<file path="src/logic/psc_pkg.sv">
// Package for the per-port status and configuration register bank
package psc_pkg;
   localparam int PORT_W = 3;
   localparam int NPORT = 8;
   localparam int ADDR_W = 4;
   localparam int NIB_W = 4;
   localparam int ADDR_HI_BIT = 3;
   // Lower nibble field positions
   localparam int LO_LINK_BIT = 0;
   localparam int LO_COL_BIT = 1;
   localparam int LO_REC_BIT = 2;
   localparam int LO_PARTITION_FLAG_BIT = 3;
   // Upper nibble field positions
   localparam int HI_SQL_BIT = 0;
   localparam int HI_POL_BIT = 1;
   localparam int HI_RSV_BIT = 2;
   localparam int HI_DIS_BIT = 3;
   // Reset values of the writable bits, then the value the reserved bit reads
   localparam logic RST_LINK_OFF = 1'b0;
   localparam logic RST_SQL = 1'b0;
   localparam logic RST_DIS = 1'b0;
   localparam logic RSV_VALUE = 1'b0;
   // Port number of the attachment-unit port
   localparam logic [2:0] AUI_PORT = 3'h1;

   typedef struct packed {
      logic link_pulse_seen;
      logic collision;
      logic receive_source;
      logic partitioned;
      logic polarity_inverted;
      logic internal_xcvr;
   } psc_status_t;

   typedef struct packed {
      logic link_test_off;
      logic squelch_reduce;
      logic port_disable;
      logic partition_reset;
   } psc_ctrl_t;
endpackage : psc_pkg

</file>
<file path="src/logic/psc_port_regs.sv">
// Per-port status and configuration register bank, nibble wide
`timescale 1ns/100ps
`default_nettype none
// Summary of operation
// - Lower bit 0 reads zero while link pulses arrive, one otherwise.
// - Writing one there stops link pulse transmit and monitoring.
// - Link bit undefined on port 1 or with external transceivers.
// - Lower bit 1 reads zero when a collision occurred this packet.
// - Lower bit 2 reads zero when port was receive source this packet.
// - Lower bit 3 reads zero while partitioned, one when connected.
// - Writing one to partition bit resets partition machine; zero ignored.
// - Upper bit 0 selects normal (0) or reduced (1) squelch threshold.
// - Squelch select has no effect with external transceiver.
// - Upper bit 2 is reserved and reads zero.
// - Upper bit 3 set blocks all port activity.
// - Address: low three bits pick port, top bit picks upper nibble.
module psc_port_regs
(
   input wire logic clk_sys,
   input wire logic rst_n,
   input wire logic [3:0] reg_addr,
   input wire logic [3:0] wr_data,
   input wire logic wr_stb,
   input wire logic rd_stb,
   input wire logic [7:0] link_pulse_seen,
   input wire logic [7:0] collision,
   input wire logic [7:0] receive_source,
   input wire logic [7:0] partitioned,
   input wire logic [7:0] polarity_inverted,
   input wire logic [7:0] internal_xcvr,
   output logic [3:0] rd_data,
   output logic rd_valid,
   output logic [7:0] link_test_off,
   output logic [7:0] squelch_reduce,
   output logic [7:0] port_disable,
   output logic [7:0] partition_reset
);

   // ****************************************************************
   // Input synchronisers
   // ****************************************************************
   // Status comes from port logic in other timing; two stages before use
   // Only the second stage feeds logic; the first may still be settling
   psc_pkg::psc_status_t [7:0] meta_ff, sync_ff, nxt_meta, nxt_sync;

   always_comb
   begin
      for (int i = 0; i < psc_pkg::NPORT; i++)
      begin
         nxt_meta[i] = {link_pulse_seen[i], collision[i], receive_source[i],
                        partitioned[i], polarity_inverted[i], internal_xcvr[i]};
         nxt_sync[i] = meta_ff[i];
      end
   end

   always_ff @(posedge clk_sys)
   begin
      if (!rst_n)
      begin
         meta_ff <= '0;
         sync_ff <= '0;
      end
      else
      begin
         meta_ff <= nxt_meta;
         sync_ff <= nxt_sync;
      end
   end

   // ****************************************************************
   // Address decode
   // ****************************************************************
   function automatic logic is_upper(input logic [3:0] a);
      is_upper = a[psc_pkg::ADDR_HI_BIT];
   endfunction : is_upper

   function automatic logic [2:0] port_of(input logic [3:0] a);
      port_of = a[psc_pkg::PORT_W-1:0];
   endfunction : port_of

   // Port field zero is the device-wide register, which lives elsewhere
   function automatic logic is_port_sel(input logic [3:0] a);
      is_port_sel = (port_of(a) != 3'h0);
   endfunction : is_port_sel

   // ****************************************************************
   // Control state and read path
   // ****************************************************************
   psc_pkg::psc_ctrl_t [7:0] ctrl_ff, nxt_ctrl;
   logic [3:0] rd_data_ff, nxt_rd_data;
   logic rd_valid_ff, nxt_rd_valid;

   always_comb
   begin
      logic [2:0] p;
      psc_pkg::psc_status_t s;
      p = port_of(reg_addr);
      s = sync_ff[p];
      nxt_ctrl = ctrl_ff;
      nxt_rd_data = rd_data_ff;
      nxt_rd_valid = 1'b0;
      // Reset request lasts one cycle only
      for (int i = 0; i < psc_pkg::NPORT; i++)
      begin
         nxt_ctrl[i].partition_reset = 1'b0;
      end
      // A write of zero to the partition bit only leaves the pulse low
      if (wr_stb && is_port_sel(reg_addr))
      begin
         if (is_upper(reg_addr))
         begin
            // Polarity and reserved bits are not stored
            nxt_ctrl[p].squelch_reduce = wr_data[psc_pkg::HI_SQL_BIT];
            nxt_ctrl[p].port_disable = wr_data[psc_pkg::HI_DIS_BIT];
         end
         else
         begin
            // Bits 1 and 2 of the lower nibble are status only
            nxt_ctrl[p].link_test_off = wr_data[psc_pkg::LO_LINK_BIT];
            nxt_ctrl[p].partition_reset = wr_data[psc_pkg::LO_PARTITION_FLAG_BIT];
         end
      end
      // Read and write in one cycle: the read returns the old control value
      // rd_data keeps the last answer so a slow reader may sample late
      if (rd_stb && is_port_sel(reg_addr))
      begin
         nxt_rd_valid = 1'b1;
         if (is_upper(reg_addr))
         begin
            // Polarity is live status; squelch and disable are stored selects
            nxt_rd_data[psc_pkg::HI_SQL_BIT] = ctrl_ff[p].squelch_reduce;
            nxt_rd_data[psc_pkg::HI_POL_BIT] = s.polarity_inverted;
            nxt_rd_data[psc_pkg::HI_RSV_BIT] = psc_pkg::RSV_VALUE;
            nxt_rd_data[psc_pkg::HI_DIS_BIT] = ctrl_ff[p].port_disable;
         end
         else
         begin
            // Meaningless on port 1 or external transceivers
            nxt_rd_data[psc_pkg::LO_LINK_BIT] = ~s.link_pulse_seen;
            nxt_rd_data[psc_pkg::LO_COL_BIT] = ~s.collision;
            nxt_rd_data[psc_pkg::LO_REC_BIT] = ~s.receive_source;
            nxt_rd_data[psc_pkg::LO_PARTITION_FLAG_BIT] = ~s.partitioned;
         end
      end
   end

   always_ff @(posedge clk_sys)
   begin
      if (!rst_n)
      begin
         // Ports come up enabled, with normal squelch and link test on
         for (int i = 0; i < psc_pkg::NPORT; i++)
         begin
            ctrl_ff[i].link_test_off <= psc_pkg::RST_LINK_OFF;
            ctrl_ff[i].squelch_reduce <= psc_pkg::RST_SQL;
            ctrl_ff[i].port_disable <= psc_pkg::RST_DIS;
            ctrl_ff[i].partition_reset <= 1'b0;
         end
         rd_data_ff <= 4'h0;
         rd_valid_ff <= 1'b0;
      end
      else
      begin
         ctrl_ff <= nxt_ctrl;
         rd_data_ff <= nxt_rd_data;
         rd_valid_ff <= nxt_rd_valid;
      end
   end

   // ****************************************************************
   // Port control outputs
   // ****************************************************************
   // A second flop stage keeps every output straight from a register;
   // control therefore reaches the port two cycles after the write
   logic [7:0] lto_ff, sqr_ff, dis_ff, prs_ff;
   logic [7:0] nxt_lto, nxt_sqr, nxt_dis, nxt_prs;

   always_comb
   begin
      for (int i = 0; i < psc_pkg::NPORT; i++)
      begin
         nxt_lto[i] = ctrl_ff[i].link_test_off;
         // Squelch matters only to the internal transceiver
         // Gating on the synchronised select avoids glitches on a mode change
         nxt_sqr[i] = ctrl_ff[i].squelch_reduce & sync_ff[i].internal_xcvr;
         nxt_dis[i] = ctrl_ff[i].port_disable;
         nxt_prs[i] = ctrl_ff[i].partition_reset;
      end
   end

   always_ff @(posedge clk_sys)
   begin
      if (!rst_n)
      begin
         lto_ff <= 8'h00;
         sqr_ff <= 8'h00;
         dis_ff <= 8'h00;
         prs_ff <= 8'h00;
      end
      else
      begin
         lto_ff <= nxt_lto;
         sqr_ff <= nxt_sqr;
         dis_ff <= nxt_dis;
         prs_ff <= nxt_prs;
      end
   end

   // ****************************************************************
   // Output wiring
   // ****************************************************************
   assign rd_data = rd_data_ff;
   assign rd_valid = rd_valid_ff;
   assign link_test_off = lto_ff;
   assign squelch_reduce = sqr_ff;
   assign port_disable = dis_ff;
   assign partition_reset = prs_ff;

endmodule : psc_port_regs
`default_nettype wire

</file>
<file path="config.mk">
export PLATFORM = sky130hd
export DESIGN_NAME = psc_port_regs
export DESIGN_NICKNAME = d
export VERILOG_FILES = /design/src/logic/psc_pkg.sv /design/src/logic/psc_port_regs.sv
export SDC_FILE = /design/constraint.sdc
export NUM_CORES = 1
export LEC_CHECK = 0
export BUFFER_PORTS_ARGS = -buffer_cell sky130_fd_sc_hd__buf_2
export CAP_MARGIN = 5
export CORE_MARGIN = 2
export CORE_UTILIZATION = 53
export CTS_CLUSTER_DIAMETER = 50
export CTS_CLUSTER_SIZE = 12
export DETAILED_ROUTE_END_ITERATION = 10
export PLACE_DENSITY = 0.89
export SYNTH_ARGS = -nofsm -noshare
export SYNTH_HDL_FRONTEND = slang
export SYNTH_SLANG_ARGS = --single-unit
</file>
<file path="constraint.sdc">
create_clock -name clk_sys -period 2.79 [get_ports clk_sys]
set_input_delay 0.279 -clock clk_sys [delete_from_list [all_inputs] [get_ports clk_sys]]
set_output_delay 0.279 -clock clk_sys [all_outputs]
set_load 0.01 [all_outputs]
</file>
==> run_results.csv, run 1 <==
group,metric,value,unit
critical_path,crit_path_end_kind,"register",
sta,slew_viol_final,0,
power,clockPowerShare,0.456,
critical_path,cp_top_family,"compound AO/OA/AOI/OAI gates",
sta,finalSetupTns,0,ns
global_routing,grt.busiest_layer,"met2",
flow_run,max-cap-violations,0,
logic_synthesis,yosys_warnings,0,
die,fp.dieW,103,um
global_routing,track_usage,0.220,
critical_path,slowest_stage,"buf_2",
critical_path,reg2reg_slack,1.51,ns
global_routing,grt_antenna_before_repair,0,
die,dieArea,10700,um^2
critical_path,r2r_start,"ctrl_ff[6]",
layout,drive_gt1_frac,0.209,
layout,fillers,693,
place,routabilityCongestion,0.826,
die,core,9680,um^2
clock_network,cts_buffer_depth,2,
route,drc,0,
sta,hold_viol,0,
route,dr.first_iter.drc_count,160,
sta,setup_viol,0,
clock_network,tritoncts,"done",
sta,min_period_over_period,0.498,
sta,finClkSkew,0.00580,ns
place,dpl_cell_area,5730,um^2
route,drt_pre_antenna_iters,4,
global_routing,grt_pass1_vias,3664,
layout,final_cell_mix,"dfxtp_1 (161), and2_1 (119), buf_2 (91)",
global_routing,grtUsageMet2,0.388,
critical_path,rr_endpoint,"rd_data[0]",
critical_path,slowest_delay,0.53,ns
power,p_leak,2.97,nW
sta,period_needed,1.39,ns
power,power_density,729,nW/um^2
layout,final_common_cell,"dfxtp_1",
sta,worst_pin_slew,0.682,ns
clock_network,cts_max_level,4,
route,via_count,3689,
logic_synthesis,syn_nets,544,
sta,max-slew-margin-rel,0.546,
global_routing,grt_first_pass_wirelength,17500,um
clock_network,cts_buffers,17,
logic_synthesis,synthFlopType,"dfxtp_1",
place,port_buffers,92,
logic_synthesis,ys_seq_area_frac,0.615,
route,wl_per_cell,14.7,um
logic_synthesis,postSynthAreaPerCell,10.8,um^2
critical_path,required,3.20,ns
logic_synthesis,syn_area,5240,um^2
global_routing,use_met3,0.0685,
clock_network,clkTransAtPathRegs,0.06,ns
min_path,hold_path_end,"ctrl_ff[29]",
die,ios,97,
critical_path,r2r_cells,4,
sta,max_freq,720,MHz
critical_path,crit_type,"in -> reg",
layout,finish.instance_area,6770,um^2
logic_synthesis,synthArstFlopShare,0,
place,dp_hpwl,6610,um
logic_synthesis,synth.distinct_cells,44,
critical_path,worstPathMaxFanout,34,
clock_network,cts_num_sinks,161,
layout,fin_nets,670,
clock_network,cts_root_buf,"clkbuf_8",
power,switching_power,1.02,mW
clock_network,clock_latency,0.52,ns
layout,insertedDiodeCount,0,
critical_path,critPathArrivalTime,1.79,ns
power,p_int,3.92,mW
die,die_y,103,um
route,routed_via_density,4.89,
logic_synthesis,synth_cells,484,
power,switching_share,0.206,
clock_network,postCtsSetupRepairBufs,0,
power,combPwrFrac,0.058,
global_routing,grt_use_met1,0.248,
sta,rsz0062_at_grt,"false",
critical_path,crit_chain,"buf_2 > mux2_2 > a221oi_1 > o211a_1 > a211oi_1",
critical_path,critPathLaunchType,"input pin",
logic_synthesis,synth-edff-count,0,
global_routing,gr-total-overflow,0,
global_routing,grt_max_degree,76,
critical_path,cp.buffers_inverters,1,
power,peakVddDrop,433,uV
layout,syn_to_final_growth,29.2,%
logic_synthesis,ys_seq_elements,161,
run_status,status,"finished, final reports clean",
min_path,hold_start,"wr_data[3]",
die,rows,36,
power,seq_power_share,0.486,
die,initial_core_util,0.541,
route,wl,11100,um
min_path,worstHoldPathCells,3,
route,antenna_left,0,
min_path,min_path_type,"in -> reg",
power,power.total,4.94,mW
[final cells by class]
class / instances / area, um^2 / share of cell area
clock buffer: 20 / 445 / 0.0658
multi-input combinational: 286 / 1850 / 0.273
timing repair buffer: 140 / 938 / 0.139
clock inverter: 10 / 136 / 0.0201
sequential: 161 / 3220 / 0.476
inverter: 4 / 15.0 / 0.00222
tap: 133 / 166 / 0.0246
[layer usage]
layer / part of all wire / up-vias
li1: - / 1839
met3: 0.058 / 17
met1: 0.41 / 1708
met5: 0 / -
met2: 0.52 / 125
met4: 0.018 / 0
[power by group through the flow]
stage                     clock network [mW]  registers, mW  logic [mW]
after global routing                    2.38           2.40       0.315
after CTS                               2.29           2.40       0.280
after floorplan                            0           2.44       0.152
after global placement                     0           2.44       0.223
after detailed placement                   0           2.45       0.231
final                                   2.25           2.40       0.286
[state kept, by name (all words and copies together), names as in the netlist]
| name | flops |
|---|---|
| sync_ff | 46 |
| rd_valid | 1 |
| ctrl_ff | 32 |
| port_disable | 8 |
| partition_reset | 8 |
| rd_data | 4 |
| link_test_off | 8 |
| squelch_reduce | 8 |
| meta_ff | 46 |
[worst max path at each step]
stage | startpoint | endpoint | slack (ns) | cells after the start
final | reg_addr[0] | rd_data[1] | 1.40 | 5
after global routing | reg_addr[0] | rd_data[3] | 1.27 | 5
after CTS | reg_addr[0] | rd_data[1] | 1.43 | 5
after detailed placement | reg_addr[0] | rd_data[1] | 0.87 | 5
after global placement | reg_addr[0] | rd_data[1] | 0.88 | 5
after floorplan | reg_addr[0] | ctrl_ff[10] | 1.39 | 6
[per-stage QoR]
| step | cells | hold slack [ns] | setup slack, ns | utilization |
|---|---|---|---|---|
| 2_1_floorplan | 484 | 0.406 | 1.39 | - |
| 3_3_place_gp | 678 | 0.415 | 0.880 | 0.592 |
| 3_5_place_dp | 678 | 0.418 | 0.871 | 0.592 |
| 4_1_cts | 754 | 0.0883 | 1.43 | 0.699 |
| 5_1_grt | 754 | 0.111 | 1.27 | 0.699 |
| 6_report | 754 | 0.126 | 1.40 | 0.699 |
[cells in the mapped netlist, types with 3 or more instances]
| library cell | n | area (um^2) |
|---|---|---|
| a21boi_0 | 11 | 82.6 |
| a21oi_1 | 4 | 20.0 |
| a221oi_1 | 3 | 26.3 |
| and2_1 | 119 | 744 |
| and3_1 | 9 | 56.3 |
| buf_2 | 8 | 40.0 |
| clkbuf_1 | 21 | 78.8 |
| dfxtp_1 | 161 | 3220 |
| inv_1 | 4 | 15.0 |
| mux2_2 | 4 | 45.0 |
| mux2i_1 | 19 | 190 |
| nand2_1 | 19 | 71.3 |
| nand3_1 | 10 | 50.1 |
| nand3b_1 | 5 | 37.5 |
| nor2_1 | 13 | 48.8 |
| nor2b_1 | 13 | 81.3 |
| nor3_1 | 4 | 20.0 |
| nor3b_1 | 5 | 37.5 |
| o211ai_1 | 3 | 22.5 |
| o21ai_0 | 16 | 80.1 |
| o221ai_1 | 3 | 26.3 |
| o22ai_1 | 3 | 18.8 |
[worst reg2reg max path: cells and delay by family (launching register included)]
family	cells	cell delay [ns]
AOI/OAI and AO/OA	3	0.69
DFF	1	0.32
muxes	1	0.15
[repair_timing]
item | 4_1_cts | 5_1_grt
endpoints found under the hold margin | 46 | 0
gates resized for setup | 0 | 0
hold buffers | 46 | 0
[cells by family after synthesis]
group / after synthesis / share of synthesized area
muxes: 23 / 0.0449
AOI/OAI and AO/OA: 57 / 0.0747
buffers and inverters: 37 / 0.0327
DFF: 161 / 0.615
and+or+nand+nor: 205 / 0.232
other: 1 / 0.000715
No activity file was read; power rests on OpenSTA's default activity.
==> run 2: changes to the inputs <==
==> constraint.sdc (replaced) <==
create_clock -name clk_sys -period 1.45 [get_ports clk_sys]
set_input_delay 0.145 -clock clk_sys [delete_from_list [all_inputs] [get_ports clk_sys]]
set_output_delay 0.145 -clock clk_sys [all_outputs]
set_load 0.01 [all_outputs]
==> run 2 against run 1 <==
Clock-buffer cell count decreased by 2; first-iteration DRC count down 0.63%; sequential cell count unchanged; wire length rose by 2.9%; register-to-register slack got worse by 1.4 ns; critical path type unchanged; largest cell class unchanged.
==> run_results.csv, run 2 (synthesized netlist as in run 1, its figures left out) <==
group,metric,value,unit
sta,worst_slack,0.122,ns
power,p_leak,3.08,nW
layout,final_cell_mix,"dfxtp_1 (161), and2_1 (119), buf_2 (90)",
clock_network,postCtsSetupRepairBufs,0,
power,combPwrFrac,0.063,
clock_network,tritoncts,"done",
critical_path,rr_endpoint,"rd_data[3]",
die,fp.dieW,103,um
critical_path,critPathArrivalTime,1.79,ns
die,ios,97,
die,initial_core_util,0.541,
power,power.total,9.52,mW
critical_path,crit_type,"in -> reg",
place,port_buffers,92,
min_path,hold_path_end,"ctrl_ff[31]",
critical_path,slowest_delay,0.56,ns
layout,syn_to_final_growth,33.1,%
power,power_density,1360,nW/um^2
clock_network,cts_root_buf,"clkbuf_8",
sta,period_needed,1.33,ns
critical_path,r2r_cells,4,
sta,finClkSkew,0.0102,ns
critical_path,crit_chain,"buf_2 > buf_4 > nand3b_1 > nor2_1 > nand2_1 > a21boi_0 > dlygate4sd3_1",
clock_network,cts_buffer_depth,2,
run_status,status,"finished, final reports clean",
route,routed_via_density,4.90,
route,drc,0,
layout,reg_top3,"meta_ff (46), sync_ff (46), ctrl_ff (32)",
die,core,9680,um^2
critical_path,crit_path_end_kind,"register",
route,wl,11400,um
power,clockPowerShare,0.452,
global_routing,grt_antenna_before_repair,1,
sta,hold_viol,0,
critical_path,cp.buffers_inverters,3,
sta,min_period_over_period,0.916,
route,dr.first_iter.drc_count,159,
critical_path,required,1.91,ns
critical_path,critPathLaunchType,"input pin",
place,pre_cts_ws,-0.0649,ns
place,dp_hpwl,6970,um
critical_path,cp_top_family,"buffers and inverters",
clock_network,cts_num_sinks,161,
die,dieArea,10700,um^2
clock_network,cts_buffers,17,
flow_run,max-cap-violations,0,
critical_path,worstPathMaxFanout,14,
global_routing,grt_first_pass_wirelength,17900,um
route,drt_pre_antenna_iters,6,
power,switching_power,2.11,mW
layout,finish.instance_area,6980,um^2
global_routing,grt_pass1_vias,3870,
power,seq_power_share,0.485,
power,peakVddDrop,730,uV
min_path,hold_start,"wr_data[0]",
route,via_count,3818,
clock_network,clkTransAtPathRegs,0.06,ns
global_routing,track_usage,0.223,
clock_network,cts_max_level,4,
die,rows,36,
route,wl_per_cell,14.7,um
min_path,worstHoldPathCells,3,
global_routing,grt_max_degree,57,
sta,rsz0062_at_grt,"false",
power,p_int,7.41,mW
sta,slew_viol_final,0,
sta,max_freq,753,MHz
sta,setup_viol,0,
route,antenna_left,0,
power,switching_share,0.221,
layout,final_common_cell,"dfxtp_1",
critical_path,crit_start,"reg_addr[0]",
place,dpl_cell_area,5890,um^2
critical_path,slowest_stage,"dlygate4sd3_1",
layout,fin_nets,692,
clock_network,clock_latency,0.52,ns
min_path,min_path_type,"in -> reg",
global_routing,gr-total-overflow,0,
critical_path,reg2reg_slack,0.14,ns
layout,drive_gt1_frac,0.234,
place,routabilityCongestion,0.897,
die,die_y,103,um
critical_path,r2r_start,"sync_ff[32]",
## run 2: per-layer routing
metal / vias up / part of all wire / GRT usage
met4: 0 / 0.033 / 0.122
met2: 143 / 0.51 / 0.399
li1: 1889 / - / -
met5: - / 0 / 0
met1: 1754 / 0.40 / 0.238
met3: 32 / 0.051 / 0.0585
## run 2: through the flow
stage          utilization  TNS [ns]  hold WS (ns)  cells
2_1_floorplan            -         0         0.272    484
3_3_place_gp         0.608   -0.0194         0.352    696
3_5_place_dp         0.608    -0.256         0.355    696
4_1_cts              0.720         0        0.0213    778
5_1_grt              0.721         0        0.0674    779
6_report             0.721         0        0.0469    779
## run 2: cell type report
class,instances,area (um^2)
sequential,161,3220
fill,696,2710
multi-input combinational,286,1850
timing repair buffer,162,1140
clock buffer,18,428
tap,133,166
clock inverter,14,154
inverter,4,15.0
antenna,1,2.50
## run 2: tightest hold or removal path, delay by kind of cell
kind	cells	cell delay, ns
AOI/OAI and AO/OA	1	0.07
and+or+nand+nor	1	0.09
buffers and inverters	1	0.20
## run 2: power by group through the flow
stage / logic (mW) / registers [mW] / clock network [mW]
after detailed placement: 0.482 / 4.71 / 0
after floorplan: 0.293 / 4.70 / 0
final: 0.601 / 4.61 / 4.30
after global placement: 0.470 / 4.71 / 0
after CTS: 0.586 / 4.61 / 4.37
after global routing: 0.658 / 4.62 / 4.57
## run 2: worst max-delay path by stage
stage                              to  slack (ns)  cells past startpoint
after floorplan           ctrl_ff[10]        0.18                      6
after global placement     rd_data[1]       -0.01                      5
after detailed placement   rd_data[3]       -0.06                      5
after CTS                 ctrl_ff[25]        0.13                      7
after global routing      ctrl_ff[25]        0.03                      7
final                     ctrl_ff[25]        0.12                      7
## run 2: what timing repair did
item | in CTS | in global routing
resized for setup | 0 | 1
hold buffers | 50 | 0
endpoints found under the setup margin | 0 | 1
hold endpoints to repair | 58 | 0
